**src/inc/ssol_pkg.sv**
```systemverilog
// Constants for the servo status output logic.
// Assumes a 100 MHz ref_clk and an Avalon-MM register port.
`default_nettype none

package ssol_pkg;

  // ==========================================================
  // Timing
  localparam int CLK_PERIOD_NS   = 10;
  localparam int CTL_CYCLE_NS    = 100;
  localparam int CTL_DIV         = CTL_CYCLE_NS / CLK_PERIOD_NS;
  localparam int FAN_LOCK_MS     = 1000;
  localparam int FAN_LOCK_CYCLES = FAN_LOCK_MS * (1000000 / CLK_PERIOD_NS);

  // ==========================================================
  // Register map (byte addresses)
  localparam logic [4:0] OFS_CTRL     = 5'h00;
  localparam logic [4:0] OFS_SELECT   = 5'h04;
  localparam logic [4:0] OFS_POS_RNG  = 5'h08;
  localparam logic [4:0] OFS_ZERO_THR = 5'h0c;
  localparam logic [4:0] OFS_AT_THR   = 5'h10;
  localparam logic [4:0] OFS_BRAKE    = 5'h14;
  localparam logic [4:0] OFS_STATUS   = 5'h18;

  // Field positions
  localparam int CTRL_MODE_LSB = 0;
  localparam int CTRL_METH_LSB = 4;
  localparam int SEL_TRQ_LSB   = 0;
  localparam int SEL_ZERO_LSB  = 4;
  localparam int BRK_STAND_LSB = 0;
  localparam int BRK_MOT_LSB   = 16;

  // Reset values
  localparam logic [3:0] TRQ_SEL_RST  = 4'h0;
  localparam logic [3:0] ZERO_SEL_RST = 4'h1;

  // Overload warning fraction in percent
  localparam logic [6:0] OVL_PCT  = 7'h55;
  localparam logic [6:0] PCT_FULL = 7'h64;

  // ==========================================================
  // Enumerations
  typedef enum logic [2:0] {
    SSOL_MODE_POS   = 3'b000,
    SSOL_MODE_VEL   = 3'b001,
    SSOL_MODE_TRQ   = 3'b010,
    SSOL_MODE_FULLC = 3'b011
  } ssol_mode_t;

  typedef enum logic [1:0] {
    SSOL_METH_LEVEL = 2'b00,
    SSOL_METH_IDLE  = 2'b01,
    SSOL_METH_HOLD  = 2'b10,
    SSOL_METH_RSVD  = 2'b11
  } ssol_meth_t;

  typedef enum logic [1:0] {
    SSOL_BRK_HELD    = 2'b00,
    SSOL_BRK_RELEASE = 2'b01,
    SSOL_BRK_WAIT    = 2'b10
  } ssol_brk_t;

  localparam logic [3:0] SEL_CLAMP = 4'h0;
  localparam logic [3:0] SEL_ZERO  = 4'h1;
  localparam logic [3:0] SEL_ANYW  = 4'h2;
  localparam logic [3:0] SEL_REGEN = 4'h3;
  localparam logic [3:0] SEL_OVL   = 4'h4;
  localparam logic [3:0] SEL_BATT  = 4'h5;
  localparam logic [3:0] SEL_FAN   = 4'h6;
  localparam logic [3:0] SEL_SCALE = 4'h7;
  localparam logic [3:0] SEL_MATCH = 4'h8;

endpackage

`default_nettype wire

```
**src/hw/ssol_top.sv**
```systemverilog
// Status output logic of a servo drive, with its setting registers.
// Assumes pin-level status inputs are asynchronous and numeric
// inputs come from drive logic on ref_clk.
`timescale 1ns/10ps
`default_nettype none

module ssol_top
  import ssol_pkg::*;
#(
  parameter int DW              = 16,
  parameter int CYCLE_DIV       = CTL_DIV,
  parameter int FAN_LOCK_CNT    = FAN_LOCK_CYCLES
) (
  input  wire logic          ref_clk,
  input  wire logic          rst_n,
  input  wire logic [4:0]    avs_address,
  input  wire logic          avs_read,
  input  wire logic          avs_write,
  input  wire logic [31:0]   avs_writedata,
  output var  logic [31:0]   avs_readdata,
  output var  logic          avs_waitrequest,
  input  wire logic          control_supply_on,
  input  wire logic          main_supply_on,
  input  wire logic          alarm_active,
  input  wire logic          servo_on,
  input  wire logic          torque_limit_hit,
  input  wire logic          regen_warn,
  input  wire logic          battery_low,
  input  wire logic          fan_stalled,
  input  wire logic          scale_warn,
  input  wire logic          command_active,
  input  wire logic [DW-1:0] position_deviation,
  input  wire logic [DW-1:0] full_closed_deviation,
  input  wire logic [DW-1:0] motor_speed,
  input  wire logic [DW-1:0] speed_command,
  input  wire logic [DW-1:0] load_level,
  input  wire logic [DW-1:0] overload_trip_level,
  output var  logic          brake_release_out,
  output var  logic          servo_ready_out,
  output var  logic          alarm_n_out,
  output var  logic          in_position_out,
  output var  logic          zero_speed_out,
  output var  logic          torque_clamped_out
);

  // ==========================================================
  // Elaboration checks
  generate
    if (DW < 2 || DW > 16 || CYCLE_DIV < 1 || FAN_LOCK_CNT < 1) begin : g_bad
      $error("ssol_top: unsupported parameter value");
    end
  endgenerate

  // ==========================================================
  // Pin synchronisers
  localparam int NSYNC = 10;
  logic [NSYNC-1:0] pin_raw;
  logic [NSYNC-1:0] sync1;
  logic [NSYNC-1:0] sync2;

  assign pin_raw = {command_active, scale_warn, fan_stalled, battery_low,
                    regen_warn, torque_limit_hit, servo_on, alarm_active,
                    main_supply_on, control_supply_on};

  genvar gi;
  generate
    for (gi = 0; gi < NSYNC; gi++) begin : g_sync
      always_ff @(posedge ref_clk or negedge rst_n) begin
        if (!rst_n) begin
          sync1[gi] <= 1'b0;
          sync2[gi] <= 1'b0;
        end else begin
          sync1[gi] <= pin_raw[gi];
          sync2[gi] <= sync1[gi];
        end
      end
    end
  endgenerate

  logic s_ctl, s_main, s_alarm, s_servo, s_clamp;
  logic s_regen, s_batt, s_fan, s_scale, s_cmd;
  assign {s_cmd, s_scale, s_fan, s_batt, s_regen, s_clamp, s_servo, s_alarm, s_main, s_ctl} = sync2;

  // ==========================================================
  // Control cycle divider
  localparam int TW = $clog2(CYCLE_DIV + 1);
  logic [TW-1:0] tick_cnt;
  logic          ctl_tick;

  always_ff @(posedge ref_clk or negedge rst_n) begin
    if (!rst_n) begin
      tick_cnt <= '0;
      ctl_tick <= 1'b0;
    end else if (tick_cnt == TW'(CYCLE_DIV - 1)) begin
      tick_cnt <= '0;
      ctl_tick <= 1'b1;
    end else begin
      tick_cnt <= tick_cnt + 1'b1;
      ctl_tick <= 1'b0;
    end
  end

  // ==========================================================
  // Registers and Avalon-MM slave
  ssol_mode_t    mode;
  ssol_meth_t    meth;
  logic [3:0]    torque_out_select;
  logic [3:0]    zero_out_select;
  logic [DW-1:0] in_position_range;
  logic [DW-1:0] zero_speed_threshold;
  logic [DW-1:0] speed_reached_flag_threshold;
  logic [15:0]   brake_timing_standstill;
  logic [15:0]   brake_timing_motion;
  logic [5:0]    status_vec;

  logic wr_take;
  assign wr_take = avs_write && !avs_waitrequest;

  // One wait state: answer comes in the cycle after the request is seen
  always_ff @(posedge ref_clk or negedge rst_n) begin
    if (!rst_n) begin
      avs_waitrequest <= 1'b1;
    end else begin
      avs_waitrequest <= !((avs_read || avs_write) && avs_waitrequest);
    end
  end

  always_ff @(posedge ref_clk or negedge rst_n) begin
    if (!rst_n) begin
      mode                    <= SSOL_MODE_POS;
      meth                    <= SSOL_METH_LEVEL;
      torque_out_select       <= TRQ_SEL_RST;
      zero_out_select         <= ZERO_SEL_RST;
      in_position_range       <= '0;
      zero_speed_threshold    <= '0;
      speed_reached_flag_threshold      <= '0;
      brake_timing_standstill <= '0;
      brake_timing_motion     <= '0;
    end else if (wr_take) begin
      case (avs_address)
        OFS_CTRL: begin
          mode <= ssol_mode_t'(avs_writedata[CTRL_MODE_LSB +: 3]);
          meth <= ssol_meth_t'(avs_writedata[CTRL_METH_LSB +: 2]);
        end
        OFS_SELECT: begin
          torque_out_select <= avs_writedata[SEL_TRQ_LSB +: 4];
          zero_out_select   <= avs_writedata[SEL_ZERO_LSB +: 4];
        end
        OFS_POS_RNG:  in_position_range    <= avs_writedata[DW-1:0];
        OFS_ZERO_THR: zero_speed_threshold <= avs_writedata[DW-1:0];
        OFS_AT_THR:   speed_reached_flag_threshold   <= avs_writedata[DW-1:0];
        OFS_BRAKE: begin
          brake_timing_standstill <= avs_writedata[BRK_STAND_LSB +: 16];
          brake_timing_motion     <= avs_writedata[BRK_MOT_LSB +: 16];
        end
        default: ;
      endcase
    end
  end

  always_ff @(posedge ref_clk or negedge rst_n) begin
    if (!rst_n) begin
      avs_readdata <= '0;
    end else if (avs_read && avs_waitrequest) begin
      avs_readdata <= '0;
      case (avs_address)
        OFS_CTRL: begin
          avs_readdata[CTRL_MODE_LSB +: 3] <= mode;
          avs_readdata[CTRL_METH_LSB +: 2] <= meth;
        end
        OFS_SELECT: begin
          avs_readdata[SEL_TRQ_LSB +: 4]  <= torque_out_select;
          avs_readdata[SEL_ZERO_LSB +: 4] <= zero_out_select;
        end
        OFS_POS_RNG:  avs_readdata[DW-1:0] <= in_position_range;
        OFS_ZERO_THR: avs_readdata[DW-1:0] <= zero_speed_threshold;
        OFS_AT_THR:   avs_readdata[DW-1:0] <= speed_reached_flag_threshold;
        OFS_BRAKE: begin
          avs_readdata[BRK_STAND_LSB +: 16] <= brake_timing_standstill;
          avs_readdata[BRK_MOT_LSB +: 16]   <= brake_timing_motion;
        end
        OFS_STATUS:   avs_readdata[5:0] <= status_vec;
        default: ;
      endcase
    end
  end

  // ==========================================================
  // Comparisons
  function automatic logic [DW-1:0] mag(input logic [DW-1:0] v);
    mag = v[DW-1] ? DW'(-v) : v;
  endfunction

  logic [DW-1:0] pos_mag, fc_mag, spd_mag, diff_mag;
  logic          below_zero, above_at, match_ok, ovl_warn;
  logic [DW+6:0] load_scaled, trip_scaled;

  assign pos_mag     = mag(position_deviation);
  assign fc_mag      = mag(full_closed_deviation);
  assign spd_mag     = mag(motor_speed);
  assign diff_mag    = mag(DW'(motor_speed - speed_command));
  assign below_zero  = spd_mag < zero_speed_threshold;
  assign above_at    = spd_mag > speed_reached_flag_threshold;
  // Code 8 shares the zero-speed threshold as its window
  assign match_ok    = diff_mag < zero_speed_threshold;
  // Percent scaling avoids a divider at the cost of two multipliers
  assign load_scaled = (DW+7)'(load_level) * (DW+7)'(PCT_FULL);
  assign trip_scaled = (DW+7)'(overload_trip_level) * (DW+7)'(OVL_PCT);
  assign ovl_warn    = load_scaled > trip_scaled;

  // ==========================================================
  // Fan lock timer, counted in ref_clk cycles
  logic [31:0] fan_cnt;
  logic        fan_lock;

  always_ff @(posedge ref_clk or negedge rst_n) begin
    if (!rst_n) begin
      fan_cnt  <= '0;
      fan_lock <= 1'b0;
    end else if (!s_fan) begin
      fan_cnt  <= '0;
      fan_lock <= 1'b0;
    end else if (fan_cnt >= 32'(FAN_LOCK_CNT)) begin
      fan_lock <= 1'b1;
    end else begin
      fan_cnt <= fan_cnt + 32'h1;
    end
  end

  // ==========================================================
  // Selector table
  logic [8:0] cond;
  assign cond = {match_ok, s_scale, fan_lock, s_batt, ovl_warn, s_regen,
                 s_regen | ovl_warn | s_batt | fan_lock | s_scale,
                 below_zero,
                 s_servo & s_clamp};

  function automatic logic sel_out(input logic [3:0] code, input logic [8:0] c,
                                   input ssol_mode_t m);
    case (code)
      SEL_CLAMP, SEL_ZERO, SEL_ANYW, SEL_REGEN,
      SEL_OVL, SEL_BATT, SEL_FAN: sel_out = c[code];
      SEL_SCALE: sel_out = c[code] && (m == SSOL_MODE_FULLC);
      SEL_MATCH: sel_out = c[code] && (m == SSOL_MODE_VEL || m == SSOL_MODE_TRQ);
      default:   sel_out = 1'b0;
    endcase
  endfunction

  // ==========================================================
  // In-position / speed_reached_flag
  logic pos_reach, pos_hold, next_inpos;
  assign pos_reach = (mode == SSOL_MODE_FULLC) ? (fc_mag < in_position_range)
                                               : (pos_mag < in_position_range);

  always_comb begin
    case (meth)
      SSOL_METH_LEVEL: next_inpos = pos_reach;
      SSOL_METH_HOLD:  next_inpos = (pos_reach || pos_hold) && !s_cmd;
      default:         next_inpos = pos_reach && !s_cmd;
    endcase
    if (mode == SSOL_MODE_VEL || mode == SSOL_MODE_TRQ) begin
      next_inpos = above_at;
    end
  end

  always_ff @(posedge ref_clk or negedge rst_n) begin
    if (!rst_n) begin
      pos_hold <= 1'b0;
    end else if (ctl_tick) begin
      pos_hold <= next_inpos && !s_cmd;
    end
  end

  // ==========================================================
  // Brake release sequencer, timings in control cycles
  ssol_brk_t   brk_state;
  logic [15:0] brk_cnt;

  always_ff @(posedge ref_clk or negedge rst_n) begin
    if (!rst_n) begin
      brk_state <= SSOL_BRK_HELD;
      brk_cnt   <= '0;
    end else if (ctl_tick) begin
      case (brk_state)
        SSOL_BRK_HELD: if (s_servo && !s_alarm) begin
          brk_state <= SSOL_BRK_RELEASE;
        end
        SSOL_BRK_RELEASE: if (!s_servo || s_alarm) begin
          brk_state <= SSOL_BRK_WAIT;
          brk_cnt   <= below_zero ? brake_timing_standstill : brake_timing_motion;
        end
        SSOL_BRK_WAIT: begin
          if (brk_cnt == '0 || (!below_zero && s_alarm)) begin
            brk_state <= SSOL_BRK_HELD;
          end else begin
            brk_cnt <= brk_cnt - 16'h1;
          end
        end
        default: brk_state <= SSOL_BRK_HELD;
      endcase
    end
  end

  // ==========================================================
  // Registered outputs
  always_ff @(posedge ref_clk or negedge rst_n) begin
    if (!rst_n) begin
      brake_release_out  <= 1'b0;
      servo_ready_out    <= 1'b0;
      alarm_n_out        <= 1'b0;
      in_position_out    <= 1'b0;
      zero_speed_out     <= 1'b0;
      torque_clamped_out <= 1'b0;
    end else if (ctl_tick) begin
      brake_release_out  <= (brk_state != SSOL_BRK_HELD);
      servo_ready_out    <= s_ctl && s_main && !s_alarm;
      alarm_n_out        <= !s_alarm;
      in_position_out    <= next_inpos;
      zero_speed_out     <= sel_out(zero_out_select, cond, mode);
      torque_clamped_out <= sel_out(torque_out_select, cond, mode);
    end
  end

  assign status_vec = {torque_clamped_out, zero_speed_out, in_position_out,
                       alarm_n_out, servo_ready_out, brake_release_out};
endmodule

`default_nettype wire

```
**config.mk**
```make
export PLATFORM = sky130hd
export DESIGN_NAME = ssol_top
export DESIGN_NICKNAME = d
export VERILOG_FILES = /design/src/inc/ssol_pkg.sv /design/src/hw/ssol_top.sv
export SDC_FILE = /design/constraint.sdc
export NUM_CORES = 1
export LEC_CHECK = 0
export BUFFER_PORTS_ARGS = -buffer_cell sky130_fd_sc_hd__clkbuf_2
export CAP_MARGIN = 40
export CORE_MARGIN = 5
export CORE_UTILIZATION = 50
export DETAILED_ROUTE_END_ITERATION = 10
export PLACE_DENSITY = 0.78
export SLEW_MARGIN = 20
export SYNTH_ARGS = -nofsm -noshare
export SYNTH_HDL_FRONTEND = slang
export SYNTH_SLANG_ARGS = --single-unit
```
**constraint.sdc**
```tcl
create_clock -name ref_clk -period 3.1 [get_ports ref_clk]
set_input_delay 0.62 -clock ref_clk [delete_from_list [all_inputs] [get_ports ref_clk]]
set_output_delay 0.62 -clock ref_clk [all_outputs]
set_load 0.1 [all_outputs]
```
### Word-level counts from Yosys, hierarchy flattened

Index checks and enable logic that the tools add are counted.

| storage, ports and cells | value |
|---|---|
| word-level logic and storage cells | 179 |
| bits in registers | 209 |
| output and inout bits | 39 |
| bits of input ports | 147 |

| cells by class | value |
|---|---|
| magnitude comparators | 9 |
| equal/unequal tests | 35 |
| reduce and logical (&&, ||, !) cells | 43 |
| bitwise logic cells | 5 |
| add/sub/neg operators | 8 |
| multiply operators | 2 |
| multiplexer cells | 33 |

Operators with widths:

| cell | number |
|---|---|
| 2-to-1 mux 16 bit | 8 |
| less-than comparator 16 bit | 4 |
| 2-to-1 mux 32 bit | 2 |
| negator 16 bit | 4 |
| adder 32 x 1 -> 32 bit (second input constant) | 1 |
| == test 4 x 3 -> 1 bit (second input constant) | 8 |
| greater-or-equal comparator 32 x 27 -> 1 bit (second input constant) | 1 |
| case mux 16 bit (2 select lines) | 1 |
| case mux 8 bit (4 select lines) | 1 |
| greater-than comparator 23 bit | 1 |
| multiplier 16 x 7 -> 23 bit (second input constant) | 1 |
| multiplier 16 x 5 -> 21 bit (second input constant) | 1 |
| case mux 3 bit (7 select lines) | 1 |
| == test 4 x 2 -> 1 bit (second input constant) | 4 |
| greater-than comparator 16 bit | 1 |
| logical NOT 16 bit | 1 |
| subtractor 16 x 1 -> 16 bit (second input constant) | 1 |
| subtractor 16 bit | 1 |
| == test 5 bit (second input constant) | 3 |
| logical AND 1 bit | 14 |
| case mux 2 bit (7 select lines) | 1 |
| OR reduction 7 bit | 2 |
| == test 4 bit (second input constant) | 3 |
| AND reduction 2 bit | 6 |
| other kinds (29) | 64 |

### Logic depth before layout (Yosys ltp)

| logic depth | value |
|---|---|
| depth after elaboration | 10 |
| gate-level depth with buffers | 24 |
| gate-level depth less buffers | 24 |

### Worst setup path before layout

Ideal clock, no wire load.

| path | value |
|---|---|
| kind | input-to-reg |
| from | in overload_trip_level[1] |
| to | reg torque_clamped_out |
| arrival time | 6.073 ns |
| cell stages on the path | 24 |
| setup time | 0.122 ns |
| required time | 2.978 ns |
| setup slack | -3.095 ns |
| cell sequence | ha_1 -> fa_1 -> ha_1 -> inv_1 -> fa_1 -> inv_1 -> ha_1 -> o21a_1 -> o31a_1 -> o211a_1 -> o31ai_1 -> a21o_1 -> o21ai_0 -> o21a_1 -> xnor2_1 -> ha_1 -> nand4_1 -> or4_1 -> o21ai_0 -> a31oi_1 -> mux4_2 -> and3b_1 -> a211o_1 -> a22o_1 |

| between the ends | value |
|---|---|
| cells in the longest elaborated chain, start to end | 10 |
| elaborated cells on any way between the ends | 11 |
| those cells by class | mul: 1; order compare: 1; mux: 3; bitwise: 4; reduce/logical: 2 |

RTL lines:

| element | line | text |
|---|---|---|
| from (decl) | ssol_top.sv:37 | `input wire logic [DW-1:0] overload_trip_level,` |
| multiplier 16 x 7 -> 23 bit * | ssol_top.sv:208 | `assign trip_scaled = (DW+7)'(overload_trip_level) * (DW+7)'(OVL_PCT);` |
| greater-than comparator 23 bit * | ssol_top.sv:209 | `assign ovl_warn = load_scaled > trip_scaled;` |
| OR 1 bit (4 in series) | ssol_top.sv:234 | `s_regen \| ovl_warn \| s_batt \| fan_lock \| s_scale,` |
| binary-select mux 1 bit (select 4 bit) * | ssol_top.sv:242, ssol_top.sv:243, ssol_top.sv:244 |  |
| 2-to-1 mux 1 bit (implied by the code) * | ssol_top.sv:242, ssol_top.sv:243, ssol_top.sv:244 |  |
| logical AND 1 bit, on equally long branches | ssol_top.sv:244, ssol_top.sv:243 |  |
| case mux 1 bit (3 select lines) * | ssol_top.sv:240 | `case (code)` |
| to (signal assigned) | ssol_top.sv:320 | `torque_clamped_out <= sel_out(torque_out_select, cond, mode);` |
| to (decl) | ssol_top.sv:43 | `output var logic torque_clamped_out` |

Every way passes the cells marked *; elsewhere a longest branch is shown, timed or not. The select of a mux whose other input is x is not followed.
A chain may end at the register's enable or synchronous reset.

### Worst setup path after layout

| path | value |
|---|---|
| from | in overload_trip_level[2] |
| to | reg torque_clamped_out |

The elaborated chain is that of the path after synthesis.

==> results.ini <==
[synthesis]
syn_nets=2218
synthArstFlopShare=1.00
synthTopCellsByArea=dfrtp_1 (30%), ha_1 (17%), mux2_2 (6.6%), xnor2_1 (5.5%), inv_1 (4.6%)
synth_warnings=0
synth_cell_types=81
ys_seq_area_frac=0.306
synth.most_common_cell=ha_1
netlist_area_sq_um=17100
syn_inst=1807
synthFlopType=dfrtp_1
ys_top_cells_by_count=ha_1 (228), inv_1 (211), dfrtp_1 (207), nand2_1 (141), xnor2_1 (107)
syn_area_per_cell_sq_um=9.47
synth_top_area_frac=0.303
yosysTopAreaCell=dfrtp_1
ys_seq_elements=209
synth_edf_count=0

[sta]
drv_slew=0
worst_slack_ns=-2.60
relSlewSlack=0.467
period_needed_ns=5.70
worst_slew_pin_slew_ns=0.792
post-route-period-util=1.84
fmax_ghz=0.176
skew_ns=0.0166
finalSetupViolCount=21
tns_ns=-16.59
timing.final.hold_violations=0
grt_setup_unrepaired=true

[floorplanning]
die_width_um=195
core_sq_um=33700
initial_core_util=0.508
row_count=67
ios=186
dieArea_sq_um=38000
die_h_um=195

[cells_and_area]
areaGrowthSynthToFinish_pct=31.5
regArea_sq_um=5230
final_layout_size_suffix_gt1_frac=0.330
num-nets-final=2675
multi_input_area_sq_um=11700
fill_cells=2479
utilization=0.668

[drt]
drt_pass1_iterations=5
ant_nets=0
viasPerCell=5.66
wl_per_cell_um=18.0
dr.first_iter.drc_count=1165
vias=15400
wl_um=49100
drc=0

[worst_setup_path]
crit_required_ns=3.49
cp_top_family=adder cells
worstSetupStartpointType=primary input
cp_slowest_cell=or4_4
path_buf_inv=6
crit_start=overload_trip_level[2]
end_kind=register
max_stage_delay_ns=0.55
worstSetupPathType=primary input to register
critPathMaxFanout=4
r2r-start=brk_cnt[0]$_DFFE_PN0P_
critPathArrivalTime_ns=6.08

[placed_design]
routabilityCongestion=0.918
port_buffers=185
dp_slack_ns=-3.30
dp_hpwl_um=37300

[status]
status=finished with violations
violations=negative setup slack

[clocking]
cts_buffer_depth=3
ctsHoldBuffers=0
clk_latency_ns=0.50
path_clk_slew_ns=0.06
cts_tree=done
cts_sinks=209
h-tree-depth=1
cts_inserted_buffers=21
cts-root-buf=clkbuf_16

[run]
maxCapViolations=0

[min_path]
hp-class=primary input to async pin

[global_routing]
grt_pass1_wl_um=78900
grt_pass1_vias=15800
grt_max_degree=88
antenna_found_initial=1
grt_usage=0.246
gr-total-overflow=0

[power_and_ir_drop]
power_leakage_nw=11.0
power.total_w=0.0126
ir_drop_uv=629
powerDensity_nw_per_um2=560

## repair_timing
| action | 4_1_cts | 5_1_grt |
|---|---|---|
| gates resized for setup | 78 | 77 |
| endpoints found under the setup margin | 21 | 21 |
| cloned | 0 | 0 |
| pin swaps | 54 | 59 |
| setup buffers | 15 | 8 |
## final timing paths
| path | to | slack (ns) | cells after the start |
|---|---|---|---|
| max | torque_clamped_out$_DFFE_PN0P_ | -2.60 | 26 |
| min in group ref_clk | sync1[7]$_DFF_PN0_ | 0.23 | 1 |
| min | zero_speed_threshold[11]$_DFFE_PN0P_ | 0.05 | 1 |
| max in group asynchronous | zero_out_select[0]$_DFFE_PN1P_ | 2.22 | 2 |
| max reg2reg | brk_cnt[2]$_DFFE_PN0P_ | 0 | 12 |
| min reg2reg | s_ctl$_DFF_PN0_ | 0.34 | 0 |
## metal layers
metal	up-vias	GRT usage	share of wire
li1	7333	-	-
met1	7481	0.340	0.44
met2	538	0.403	0.47
met3	83	0.0429	0.071
met4	0	0.0623	0.022
met5	-	0	0
## metrics by stage
step                instance area, sq um  cells  hold slack [ns]
global placement                   20700   2665            0.334
CTS                                22100   2719           0.0557
finish                             22500   2728           0.0474
floorplan                          17300   1807            0.324
detailed placement                 20700   2667            0.335
global route                       22500   2728           0.0663
## registers in the layout, summed over array words and instances, names as in the netlist, 2 cells and up
| signal | cells |
|---|---|
| torque_out_select | 4 |
| brake_timing_standstill | 16 |
| speed_reached_flag_threshold | 16 |
| sync1 | 10 |
| mode | 3 |
| in_position_range | 16 |
| meth | 2 |
| brk_cnt | 16 |
| brake_timing_motion | 16 |
| zero_out_select | 4 |
| zero_speed_threshold | 16 |
| fan_cnt | 32 |
| brk_state | 2 |
| avs_readdata | 32 |
| tick_cnt | 4 |
## cells in the final DEF (no fill, tap or decap), types with 60 or more instances in the layout
cell type,netlist,layout
ha_1,228,208
nand2_1,141,139
mux2_2,100,93
xnor2_1,107,105
o21ai_0,88,67
buf_4,1,269
dfrtp_1,207,207
nor2_1,64,60
clkbuf_2,0,174
inv_1,211,203
## where the power goes
part / internal [W] / leakage (nW) / total (W) / switching [W]
clock network: 0.00185 / 0.380 / 0.00293 / 0.00108
registers: 0.00297 / 2.77 / 0.00326 / 0.000287
logic: 0.00313 / 7.87 / 0.00642 / 0.00329
total: 0.00795 / 11.0 / 0.0126 / 0.00466
## cell families (layout without fill, tap and decap cells)
kind of cell	after synthesis	in the layout	share of synthesized area
compound gates	377	377	0.150
xor+xnor	119	119	0.0609
fa+ha+maj	264	264	0.209
buf+inv	258	730	0.0577
flops	209	209	0.306
mux	117	117	0.0772
other cells	0	1	0
simple gates	463	463	0.140
## area by class of cell
cell class                      instances  share of cell area
Multi-Input combinational cell       1340               0.520
Sequential cell                       209               0.232
Timing Repair Buffer                  481               0.151
Inverter                              211              0.0361
Clock buffer                           27              0.0261
Tap cell                              448              0.0249
Clock inverter                         11             0.00973
Antenna cell                            1            0.000111
Note: power is estimated with default switching activity, not from simulation.
